File: config.mk
export PLATFORM = sky130hd
export DESIGN_NAME = ivad_top
export DESIGN_NICKNAME = d
export VERILOG_FILES = /design/src/design/ivad_pkg.sv /design/src/design/ivad_top.sv /design/src/design/ivad_prio_enc.sv /design/src/design/ivad_vec_chg.sv
export VERILOG_INCLUDE_DIRS = /design/src /design/src/design
export SDC_FILE = /design/constraint.sdc
export NUM_CORES = 1
export LEC_CHECK = 0
export ABC_AREA = 1
export CAP_MARGIN = 15
export CORE_MARGIN = 2
export CORE_UTILIZATION = 50
export CTS_BUF_LIST = sky130_fd_sc_hd__clkbuf_8
export CTS_CLUSTER_DIAMETER = 50
export DETAILED_ROUTE_END_ITERATION = 12
export DONT_BUFFER_PORTS = 1
export PLACE_DENSITY = 0.62
export SLEW_MARGIN = 25
export SYNTH_ARGS = -nofsm -noshare
export SYNTH_HDL_FRONTEND = slang
export SYNTH_SLANG_ARGS = --single-unit
File: constraint.sdc
create_clock -name sys_clk_i -period 3.3 [get_ports sys_clk_i]
set_input_delay 0.66 -clock sys_clk_i [delete_from_list [all_inputs] [get_ports sys_clk_i]]
set_output_delay 0.66 -clock sys_clk_i [all_outputs]
set_load 0.02 [all_outputs]
File: src/design/ivad_defines.svh
// Operation
// With the boot-reset fuse unprogrammed, reset fetches from vector 1 at address 0x0000.
// External request 0 vectors to 0x0002 and external request 1 to 0x0004.
// Pin change requests 0, 1 and 2 vector to 0x0006, 0x0008 and 0x000A.
// Watchdog time-out vectors to 0x000C, timer 2 match A, B and wrap to 0x000E..0x0012.
// Timer 1 capture, match A, match B and wrap vector to 0x0014..0x001A.
// Timer 0 match A, match B and wrap vector to 0x001C, 0x001E and 0x0020.
// Serial peripheral done is 0x0022; USART receive, empty, transmit are 0x0024..0x0028.
// ADC 0x002A, EEPROM ready 0x002C, comparator 0x002E, two-wire 0x0030, self-program 0x0032.
// With the boot-reset fuse programmed, every reset fetches from the boot reset address.
// With the vector table in boot, each vector is the nominal address plus the boot start.
// The vector table base depends only on the table-in-boot bit, never on the fuse.
// Fuse value 1 means unprogrammed (reset at zero), value 0 programmed (boot address).
// With a 2 Kbyte boot section the boot reset address is 0x1C00, vectors 0x1C02..0x1C32.
// The table-in-boot bit changes only if written within four cycles of the change enable.
// Among several pending enabled requests the lowest vector number wins.
`ifndef IVAD_DEFINES_SVH
`define IVAD_DEFINES_SVH

`define IVAD_ADDR_W        14
`define IVAD_NUM_IRQ       25
`define IVAD_IDX_W         5
`define IVAD_RESET_ADDR    14'h0000
`define IVAD_BOOT_ADDR     14'h1C00
`define IVAD_SLOT_WORDS    14'h0002
`define IVAD_FUSE_PROG     1'b0
`define IVAD_CHG_CYCLES    3'h4
`define IVAD_VSEL_RESET    1'b0

`endif

File: src/design/ivad_pkg.sv
`include "ivad_defines.svh"
package ivad_pkg;
    typedef logic [`IVAD_ADDR_W-1:0] ivad_addr_t;
    typedef logic [`IVAD_IDX_W-1:0]  ivad_idx_t;
    typedef enum logic [2:0] {
        IVAD_ST_IDLE  = 3'b001,
        IVAD_ST_RESET = 3'b010,
        IVAD_ST_IRQ   = 3'b100
    } ivad_state_t;
endpackage

File: src/design/ivad_top.sv
`timescale 1ns/10ps
`include "ivad_defines.svh"
module ivad_top
    import ivad_pkg::*;
(
    // Clock and reset
    input  wire logic                     sys_clk_i,
    input  wire logic                     rst_i,
    // Configuration
    input  wire logic                     boot_reset_fuse_i,
    // Control writes
    input  wire logic                     ctl_wr_i,
    input  wire logic                     vector_change_enable_i,
    input  wire logic                     vector_table_in_boot_i,
    // Interrupt requests, already enabled and synchronous
    input  wire logic [`IVAD_NUM_IRQ-1:0] irq_req_i,
    input  wire logic                     irq_ack_i,
    // Fetch address to the program counter
    output logic                          fetch_valid_o,
    output ivad_addr_t                    fetch_addr_o,
    output ivad_idx_t                     irq_idx_o,
    output logic                          vector_table_in_boot_o,
    output logic                          irq_blocked_o
);
    typedef struct packed {
        ivad_state_t st;
        logic        valid;
        ivad_addr_t  addr;
        ivad_idx_t   idx;
        logic [1:0]  fuse_sync;
        logic        vsel;
        logic        blk;
    } ivad_top_t;

    ivad_top_t s_q, s_d;
    logic      any_req;
    ivad_idx_t win_idx;
    logic      vsel;
    logic      chg_open;
    ivad_addr_t base;

    ivad_prio_enc u_prio (
        .req_i (irq_req_i),
        .any_o (any_req),
        .idx_o (win_idx)
    );

    ivad_vec_chg u_chg (
        .sys_clk_i              (sys_clk_i),
        .rst_i                  (rst_i),
        .ctl_wr_i               (ctl_wr_i),
        .vector_change_enable_i (vector_change_enable_i),
        .vector_table_in_boot_i (vector_table_in_boot_i),
        .vector_table_in_boot_o (vsel),
        .chg_open_o             (chg_open)
    );

    // Table base follows only the select bit; fuse has no say here
    assign base = vsel ? `IVAD_BOOT_ADDR : `IVAD_RESET_ADDR;

    always_comb begin
        s_d      = s_q;
        s_d.vsel = vsel;
        // Requests are held off while a table move is pending
        s_d.blk  = chg_open;
        // Fuse strap passes two flops; they run through reset so the value is settled at release
        s_d.fuse_sync = {s_q.fuse_sync[0], boot_reset_fuse_i};
        case (s_q.st)
            IVAD_ST_RESET: begin
                s_d.valid = 1'b1;
                s_d.idx   = '0;
                if (s_q.fuse_sync[1] == `IVAD_FUSE_PROG) begin
                    s_d.addr = `IVAD_BOOT_ADDR;
                end else begin
                    s_d.addr = `IVAD_RESET_ADDR;
                end
                s_d.st = IVAD_ST_IRQ;
            end
            IVAD_ST_IRQ: begin
                // Hold the reset vector until the core takes it
                if (irq_ack_i) begin
                    s_d.valid = 1'b0;
                    s_d.st    = IVAD_ST_IDLE;
                end
            end
            IVAD_ST_IDLE: begin
                if (s_q.valid) begin
                    if (irq_ack_i) begin
                        s_d.valid = 1'b0;
                    end
                end else if (any_req && !chg_open) begin
                    s_d.valid = 1'b1;
                    s_d.idx   = win_idx;
                    // Slot n+1 sits two words per vector above the base
                    s_d.addr  = base + (ivad_addr_t'(win_idx) + 14'h0001) * `IVAD_SLOT_WORDS;
                end
            end
            default: begin
                s_d.st = IVAD_ST_RESET;
            end
        endcase
    end

    always_ff @(posedge sys_clk_i) begin
        if (rst_i) begin
            s_q.st    <= IVAD_ST_RESET;
            s_q.valid <= 1'b0;
            s_q.addr  <= `IVAD_RESET_ADDR;
            s_q.idx   <= '0;
            s_q.fuse_sync <= s_d.fuse_sync;
            s_q.vsel  <= `IVAD_VSEL_RESET;
            s_q.blk   <= 1'b0;
        end else begin
            s_q <= s_d;
        end
    end

    assign fetch_valid_o          = s_q.valid;
    assign fetch_addr_o           = s_q.addr;
    assign irq_idx_o              = s_q.idx;
    assign vector_table_in_boot_o = s_q.vsel;
    assign irq_blocked_o          = s_q.blk;
endmodule // ivad_top

File: src/design/ivad_prio_enc.sv
`timescale 1ns/10ps
`include "ivad_defines.svh"
module ivad_prio_enc
    import ivad_pkg::*;
(
    // Requests, bit 0 is external request 0
    input  wire logic [`IVAD_NUM_IRQ-1:0] req_i,
    // Winner
    output logic                          any_o,
    output ivad_idx_t                     idx_o
);
    always_comb begin
        any_o = 1'b0;
        idx_o = '0;
        // Scan downward so the lowest index is the last to win
        for (int i = `IVAD_NUM_IRQ - 1; i >= 0; i--) begin
            if (req_i[i]) begin
                any_o = 1'b1;
                idx_o = ivad_idx_t'(i);
            end
        end
    end
endmodule // ivad_prio_enc

File: src/design/ivad_vec_chg.sv
`timescale 1ns/10ps
`include "ivad_defines.svh"
module ivad_vec_chg
    import ivad_pkg::*;
(
    // Clock and reset
    input  wire logic sys_clk_i,
    input  wire logic rst_i,
    // Control write strobe from the core
    input  wire logic ctl_wr_i,
    input  wire logic vector_change_enable_i,
    input  wire logic vector_table_in_boot_i,
    // State
    output logic      vector_table_in_boot_o,
    output logic      chg_open_o
);
    typedef struct packed {
        logic       vsel;
        logic [2:0] cnt;
    } ivad_chg_t;

    ivad_chg_t s_q, s_d;

    always_comb begin
        s_d = s_q;
        if (s_q.cnt != 3'h0) begin
            s_d.cnt = s_q.cnt - 3'h1;
        end
        if (ctl_wr_i) begin
            if (vector_change_enable_i) begin
                // Enable opens the window; value is not taken on this write
                s_d.cnt = `IVAD_CHG_CYCLES;
            end else if (s_q.cnt != 3'h0) begin
                s_d.vsel = vector_table_in_boot_i;
                s_d.cnt  = 3'h0;
            end
        end
    end

    always_ff @(posedge sys_clk_i) begin
        if (rst_i) begin
            s_q <= '{vsel: `IVAD_VSEL_RESET, cnt: 3'h0};
        end else begin
            s_q <= s_d;
        end
    end

    assign vector_table_in_boot_o = s_q.vsel;
    assign chg_open_o             = s_q.cnt != 3'h0;
endmodule // ivad_vec_chg

==> summary by stage, run 1 <==
Cells and area
In the final design database the tool counted between 200 and 250 nets. The filler cells instantiated in the layout total 289. The library cell used most frequently in the layout, excluding fill and tap cells, is sky130_fd_sc_hd__nand2_1. Of the cells placed in the final design, the portion with a size suffix greater than 1 is 0.0995. The footprint of the multi-input gates is roughly 710 sq um. The area growth from synthesis to layout is -3.74%. In the layout the commonest cells are 53 x sky130_fd_sc_hd__nand2_1, 43 x sky130_fd_sc_hd__inv_1, 24 x sky130_fd_sc_hd__dfxtp_1. The count of antenna diodes in the layout is 0. Measured on the finished design, the core utilization comes to 0.517. The final instance area is 1450 sq um.

Across the whole layout, storage elements account for just under 500 sq um.

Synthesis
For this run, the number of Yosys warnings is 0. The average cell area after synthesis is about 6.7 sq um. The share of the Yosys chip area taken by registers is 0.319. The number of different library cells used by synthesis comes to 32.

After synthesis the cells add up to ~1500 sq um. Synthesis inferred 24 register bits. In the synthesized netlist, the number of instances is 226.

Worst setup path
The startpoint identified for the worst register-to-register timing path is u_chg.s_q[0]. For the worst setup path, the data arrival time is about 2.5 ns. Of all nets on the critical path, the largest fanout is 2.

The worst setup path is captured at a flip-flop. The critical path startpoint category is an input port. In this run the critical register-to-register path is captured at fetch_addr_o[12].

The worst register-to-register path has a setup slack of 1.14 ns. Counting cells, the worst reg-to-reg path comes to 9. The data required time at the worst endpoint is approximately 3.5 ns. The worst setup path is of the input port to flip-flop kind.

Routing
Dividing the detail-routed via count by the number of cells gives approximately 5.0. In this run the remaining antenna-violating nets after routing total 0. The number of vias in the routed layout is between 1000 and 1500. The DRC marker count from the first detailed-route iteration is 48.

In the routed design, unresolved DRC markers number 3. For this run, the detailed router's first-pass iteration total came to 8. The final layout contains routed wiring with a total length of about 2.7 mm. Dividing the detail-routed wire length by the instance count gives approximately 11 um.

Clock network
For the worst-skew pair, the clock arrives at the later sink with an insertion delay of between 0.2 and 0.3 ns. The clock tree root buffer cell is sky130_fd_sc_hd__clkbuf_8. The number of hold buffers added after CTS was 0. The clock drives 24 sinks. Buffers inserted during clock tree synthesis total 3.

Buffers added to address setup during post-CTS repair amount to 0. The H-tree depth is 1. The clock-pin slew reported for the worst setup and hold paths after clock tree synthesis is around 0.08 ns. In this run the deepest clock path goes through 2 buffers.

The number of gates resized after CTS was 0. The clock tree from TritonCTS is yes.

Min path
The startpoint identified for the worst hold timing path is s_d[3]. The min-delay analysis places its worst path in the category flip-flop to flip-flop. For hold timing, the worst endpoint is s_q[3]. The worst hold path passes through 0 cells.

Timing
The final worst setup slack is around 0.98 ns. Setup repair after global routing left no endpoint under its margin. The final max-slew violation count is 0. Setup violations remaining at the end of the flow were counted as 0. Dividing the final minimum period by the clock period gives 0.703. Based on the critical path, the design can be clocked at up to around 0.43 GHz.

The final hold violation count was 0. The final-layout setup total negative slack is 0 ns. The worst clock skew is between 0.005 and 0.006 ns.

Headroom to the max-slew limit came out at 0.515. The worst-margin pin slew is 0.725 ns. The clock period could shrink to 2.32 ns.

Power and ir drop
The worst ir drop on vdd is 0.466 mV. The power density of the placed cells is 459 nW/um^2. Overall power consumption after layout is estimated at 0.000664 W. For this design the static power due to leakage is approximately 0.69 nW.

Place
The estimated wirelength of the detail-placed design is 2.20 mm. The minimum setup slack after placement is between 0.6 and 0.7 ns. In this run the tool buffered the top-level ports with 0 buffer cells. The total placed instance area is about 1400 sq um. The congestion estimate from routability-driven global placement came to approximately 0.75.

Global route
For this run, the total global-route usage over all layers was measured as 0.171. The total overflow left after global routing is 0. Entering global routing, the biggest net connects 21 pins. The via count of the first global-routing pass is about 1200. The number of antenna violations at the first check in global routing is 0. The first global-routing pass estimated 4.59 mm of wire.

Floorplanning
54 I/O pins were placed. The die is 58.9 um wide. The area enclosed by the die boundary is about 3500 sq um. The die is 58.9 um tall. The initial utilization of the core area, before any placement, comes to 0.537.

The floorplan has 19 rows. The area inside the core boundary is around 2800 sq um.

Outcome
The final reports fail on design-rule violations. The flow ran to the end, but the final reports show violations.

Run
The max-cap violation count is 0.
[area by class of cell]
cell class,instances,share of cell area
multi-input combinational,138,0.487
sequential,24,0.332
inverter,45,0.117
clock buffer,4,0.0380
tap,31,0.0268
[layer usage]
metal / up-vias / track usage / part of all wire
li1: 651 / - / -
met1: 531 / 0.180 / 0.42
met2: 33 / 0.310 / 0.49
met3: 6 / 0.0681 / 0.078
met4: 0 / 0.0519 / 0.015
met5: - / 0 / 0
[flip-flops by register name, summed over array words and instances, names as in the netlist, 3 cells and up]
name and flops:
fetch_addr_o 7, u_chg.s_q 3, s_q 4, irq_idx_o 5
[per-stage QoR]
stage / hold slack (ns) / instances
5_1_grt: 0.344 / 242
3_5_place_dp: 0.321 / 238
6_report: 0.341 / 242
2_1_floorplan: 0.310 / 230
4_1_cts: 0.342 / 242
3_3_place_gp: 0.315 / 238
[Yosys cell counts]
library cell / n / share of area
sky130_fd_sc_hd__o31ai_1: 1 / 0.0050
sky130_fd_sc_hd__inv_1: 43 / 0.11
sky130_fd_sc_hd__nor3b_2: 1 / 0.0083
sky130_fd_sc_hd__dfxtp_1: 24 / 0.32
sky130_fd_sc_hd__nor4_2: 1 / 0.0083
sky130_fd_sc_hd__nor2_1: 20 / 0.050
sky130_fd_sc_hd__a31o_2: 1 / 0.0058
sky130_fd_sc_hd__inv_2: 2 / 0.0050
sky130_fd_sc_hd__a22oi_1: 1 / 0.0050
sky130_fd_sc_hd__or2_2: 1 / 0.0042
sky130_fd_sc_hd__o21ai_0: 4 / 0.013
sky130_fd_sc_hd__nand3_1: 5 / 0.017
sky130_fd_sc_hd__o221a_2: 1 / 0.0075
sky130_fd_sc_hd__nand2_2: 3 / 0.012
sky130_fd_sc_hd__a31oi_1: 1 / 0.0042
sky130_fd_sc_hd__clkbuf_1: 2 / 0.0050
sky130_fd_sc_hd__nor2_2: 1 / 0.0042
sky130_fd_sc_hd__o22ai_1: 1 / 0.0042
sky130_fd_sc_hd__a21oi_1: 13 / 0.043
sky130_fd_sc_hd__nor3_1: 6 / 0.020
sky130_fd_sc_hd__o21ai_1: 1 / 0.0033
sky130_fd_sc_hd__buf_4: 21 / 0.10
sky130_fd_sc_hd__nand2_1: 53 / 0.13
sky130_fd_sc_hd__ha_1: 4 / 0.033
sky130_fd_sc_hd__nand3_2: 1 / 0.0067
sky130_fd_sc_hd__a311oi_1: 2 / 0.012
sky130_fd_sc_hd__nor4_1: 3 / 0.012
sky130_fd_sc_hd__nand4_1: 2 / 0.0083
sky130_fd_sc_hd__nor2_4: 1 / 0.0075
sky130_fd_sc_hd__conb_1: 1 / 0.0025
sky130_fd_sc_hd__a21oi_2: 4 / 0.023
sky130_fd_sc_hd__o31a_1: 1 / 0.0058
[how the worst max path moves through the flow]
stage / cells past startpoint / start / endpoint / slack [ns]
final: 28 / irq_req_i[22] / fetch_addr_o[5] / 0.98
after floorplan: 28 / irq_req_i[22] / fetch_addr_o[5] / 0.99
after detailed placement: 28 / irq_req_i[22] / fetch_addr_o[5] / 0.66
after CTS: 28 / irq_req_i[22] / fetch_addr_o[5] / 0.93
after global placement: 28 / irq_req_i[22] / fetch_addr_o[5] / 0.76
after global routing: 28 / irq_req_i[22] / fetch_addr_o[5] / 0.60
[worst max-delay path, cell delays in order]
cell	delay, ns
sky130_fd_sc_hd__inv_1	0.03
sky130_fd_sc_hd__nand2_1	0.04
sky130_fd_sc_hd__nand2_1	0.05
sky130_fd_sc_hd__nand2_1	0.05
sky130_fd_sc_hd__nand2_1	0.05
sky130_fd_sc_hd__nand2_1	0.05
sky130_fd_sc_hd__nand2_1	0.05
sky130_fd_sc_hd__nand2_1	0.04
sky130_fd_sc_hd__nand2_1	0.05
sky130_fd_sc_hd__nand2_1	0.04
sky130_fd_sc_hd__nand2_1	0.05
sky130_fd_sc_hd__nand2_1	0.04
sky130_fd_sc_hd__nand2_1	0.05
sky130_fd_sc_hd__nand2_1	0.04
sky130_fd_sc_hd__nand2_1	0.05
sky130_fd_sc_hd__nand2_1	0.04
sky130_fd_sc_hd__nand2_1	0.05
sky130_fd_sc_hd__nand2_1	0.05
sky130_fd_sc_hd__nand2_1	0.06
sky130_fd_sc_hd__nand2_1	0.05
sky130_fd_sc_hd__nand2_1	0.06
sky130_fd_sc_hd__nand2_2	0.06
sky130_fd_sc_hd__a21oi_2	0.18
sky130_fd_sc_hd__ha_1	0.19
sky130_fd_sc_hd__nand2_1	0.08
sky130_fd_sc_hd__nor2_1	0.09
sky130_fd_sc_hd__o21ai_0	0.09
sky130_fd_sc_hd__a21oi_1	0.18
[cells by family after synthesis]
group	after synthesis	share of synthesized area
simple gates	98	0.291
buf+inv	68	0.222
compound gates	31	0.132
flops	24	0.319
fa+ha+maj	4	0.0333
other cells	1	0.00249
[power breakdown]
group          leakage (nW)  total, W  switching (W)  internal, W
clock                0.0288  0.000199      0.0000921     0.000107
sequential            0.196  0.000343      0.0000316     0.000312
combinational         0.462  0.000122      0.0000785    0.0000439
total                 0.687  0.000664       0.000202     0.000462
(Power assumes the default switching activity.)
==> run 2, diff against run 1 <==
--- a/config.mk
+++ b/config.mk
@@ -14,7 +14,7 @@
 export CTS_CLUSTER_DIAMETER = 50
 export DETAILED_ROUTE_END_ITERATION = 12
 export DONT_BUFFER_PORTS = 1
-export PLACE_DENSITY = 0.62
+export PLACE_DENSITY = 0.65
 export SLEW_MARGIN = 25
 export SYNTH_ARGS = -nofsm -noshare
 export SYNTH_HDL_FRONTEND = slang
==> constraint.sdc (replaced) <==
create_clock -name sys_clk_i -period 2 [get_ports sys_clk_i]
set_input_delay 0.4 -clock sys_clk_i [delete_from_list [all_inputs] [get_ports sys_clk_i]]
set_output_delay 0.4 -clock sys_clk_i [all_outputs]
set_load 0.02 [all_outputs]
==> run 2 against run 1 <==
Compared with the run above:
- the run ends with design-rule violations, negative setup slack left
- clock power is 110% higher
- first-iteration DRC count rose by 48%
- final cell count up 3.7%
- clock skew barely moved
- setup slack lost 1.0 ns
- hold slack lost 0.19 ns
- critical path depth shrank 13
- sequential power rose by 65%
- critical path type unchanged
- critical endpoint unchanged
==> summary by stage, run 2 (same netlist as run 1, synthesis figures left out) <==
Timing
The worst-margin pin slew is roughly 0.61 ns. Setup repair after global routing could not meet its margin everywhere. The final hold violation count was 0. The final max-slew violation count came to 0. For the final database, setup skew stands at 0.00557 ns. The number of setup violations in the final report is 2. The final worst setup slack is -0.0275 ns. Subtracting the final worst setup slack from the clock period gives around 2.0 ns.

Timing would allow up to between 0.4 and 0.5 GHz. The headroom to the max-slew limit is 0.591. The smallest hold slack is approximately 0.15 ns. The period utilization is 1.01.

Worst setup path
The launch point of the worst reg-to-reg path is u_chg.s_q[0]. Data arrives at the worst endpoint at ~2.2 ns. The largest stage delay on the critical path is 0.51 ns. STA classifies the critical path startpoint as an input port. The critical path capture point type is a flip-flop. The setup check on the worst reg-to-reg path leaves a slack of between 0.1 and 0.15 ns. The critical path goes through nor2_1, inv_1, a311oi_1, o31ai_1, nand2_1, nand3_1, nand3_1, nand2_1, nand2_1, a311oi_1, ha_4, nand2_2, nor2_2, o21ai_1, a21oi_1. The slowest stage cell on the critical path is sky130_fd_sc_hd__a311oi_1. The data required time at the worst endpoint is 2.20 ns. The cell occurring most often along the worst timing path is sky130_fd_sc_hd__nand2_1. The worst setup path is of the input port to flip-flop kind.

The depth of the most critical reg-to-reg path is 11. Together, buffers and inverters on the worst path number 1. The kind of cell adding the most delay to the critical path is compound AO/OA/AOI/OAI gates. The endpoint identified for the worst register-to-register timing path is fetch_addr_o[3]. Of all nets on the critical path, the largest fanout is 2.

Clock network
Clock tree synthesis found a total of 24 sinks. The clock tree from TritonCTS is yes. The longest clock path from root to sink contains 2 buffers.

The H-tree depth is 1. The total clock buffers created by CTS is 3. The clock tree root buffer cell is sky130_fd_sc_hd__clkbuf_8. For the worst-skew pair, the clock arrives at the later sink with an insertion delay of around 0.26 ns. The clock-pin slew reported for the worst setup and hold paths after clock tree synthesis is about 0.08 ns.

Run
The max-cap violation count is 0.

Place
During placement, the flow inserted port buffers numbering 0. Routability-driven placement finished with a final weighted congestion of slightly above 0.8. The number of placed instances, taps included is approximately 250. At the placement stage, the worst setup path has a slack of -0.215 ns. After legalization and detailed placement, the total HPWL measured ~2.2 mm.

Cells and area
The register with the most flip-flops in the layout has 7 of them. The share of layout cells above drive strength 1 is 0.168. In the layout the commonest cells are 50 x sky130_fd_sc_hd__nand2_1, 42 x sky130_fd_sc_hd__inv_1, 24 x sky130_fd_sc_hd__dfxtp_1.

The filler-free cell count of the finished design is 251. The area growth from synthesis to layout is 5.99%. The most common cell after layout, fill and taps aside is sky130_fd_sc_hd__nand2_1. The number of antenna diodes in the final layout is 0.

At the end of the flow, the number of nets in the layout was 257.

Routing
Dividing the detail-routed wire length by the instance count gives 11.1 um. For this run, design rule violations remaining after detail routing come to 5. The wire length after detailed routing is about 2.8 mm. The detailed router finished its first iteration with 71 violations. The final route contains between 1000 and 1500 vias. The via density per instance is approximately 5. The count of TritonRoute iterations in the first routing pass is 8. In this run the remaining antenna-violating nets after routing total 0.

Floorplanning
In this run the core area contains 19 standard-cell rows. The top-level I/O count is between 50 and 60. The area enclosed by the die boundary is 3470 sq um.

The die height is 58.9 um. The region available for standard cell placement spans around 2800 sq um. The width of the die is between 50 and 60 um. The starting utilization of the core area is 0.537.

Power and ir drop
The worst ir drop on vdd is around 0.74 mV. For this design the ratio of total power to cell area is slightly below 800 nW/um^2. The leakage power of the design is 0.747 nW.

Global route
The via count of the first global-routing pass is ~1200. The global-route wire length before repair is slightly below 5 mm. The total routing usage reported by global routing is 0.180. For this run the aggregate overflow at the end of global routing stands at 0. Entering global routing, the biggest net connects 21 pins. The number of antenna violations at the first check in global routing is 0.

Min path
The number of cells traversed by the worst hold path is 0. The startpoint identified for the worst hold timing path is boot_reset_fuse_i. The worst hold path terminates at s_d[3].

The kind of path behind the tightest hold check is input port to flip-flop.

Outcome
The final reports fail on design-rule violations, negative setup slack. The flow ran to the end, but the final reports show violations.
run 2: per-layer routing:
| layer | global-route usage | wire [um] | vias up | part of all wire |
|---|---|---|---|---|
| met5 | 0 | 0 | - | 0 |
| met4 | 0.0519 | 17 | 0 | 0.0061 |
| met2 | 0.332 | 1360 | 39 | 0.49 |
| met1 | 0.189 | 1190 | 558 | 0.43 |
| li1 | - | - | 667 | - |
| met3 | 0.0659 | 218 | 4 | 0.078 |
run 2: final cells by class:
class	count	area (sq um)
clock buffer	3	41.3
clock inverter	1	30.0
fill	265	1210
inverter	45	181
multi-input combinational	138	739
sequential	24	480
tap	31	38.8
timing repair buffer	9	83.8
run 2: report_power, final:
part	switching [W]	leakage, nW	internal [W]
Combinational	0.000142	0.515	0.000105
Sequential	0.0000521	0.196	0.000514
Clock	0.000148	0.0357	0.000267
Total	0.000342	0.747	0.000887
run 2: timing repair:
item                       CTS  global route
buffers inserted             0             2
hold endpoints to repair     0             0
hold buffers                 0             0
setup endpoints to repair    0             3
gates resized for setup      0            15
run 2: how the worst max path moves through the flow:
stage,startpoint,end,slack (ns),depth (start not counted)
finish,irq_req_i[23],fetch_addr_o[5],-0.03,15
CTS,irq_req_i[22],fetch_addr_o[5],0.05,28
global route,irq_req_i[23],fetch_addr_o[5],-0.26,15
global placement,irq_req_i[22],fetch_addr_o[5],-0.17,28
detailed placement,irq_req_i[22],fetch_addr_o[5],-0.21,28
floorplan,irq_req_i[22],fetch_addr_o[5],-0.05,28
run 2: stage by stage:
| stage | TNS, ns | total power, W | util | area [sq um] |
|---|---|---|---|---|
| after global routing | -0.640 | 0.00130 | 0.569 | 1600 |
| after detailed placement | -0.514 | 0.000814 | 0.520 | 1460 |
| after global placement | -0.387 | 0.000803 | 0.520 | 1460 |
| after CTS | 0 | 0.00123 | 0.545 | 1530 |
| final | -0.0421 | 0.00123 | 0.569 | 1600 |
| after floorplan | -0.0546 | 0.000780 | - | 1520 |
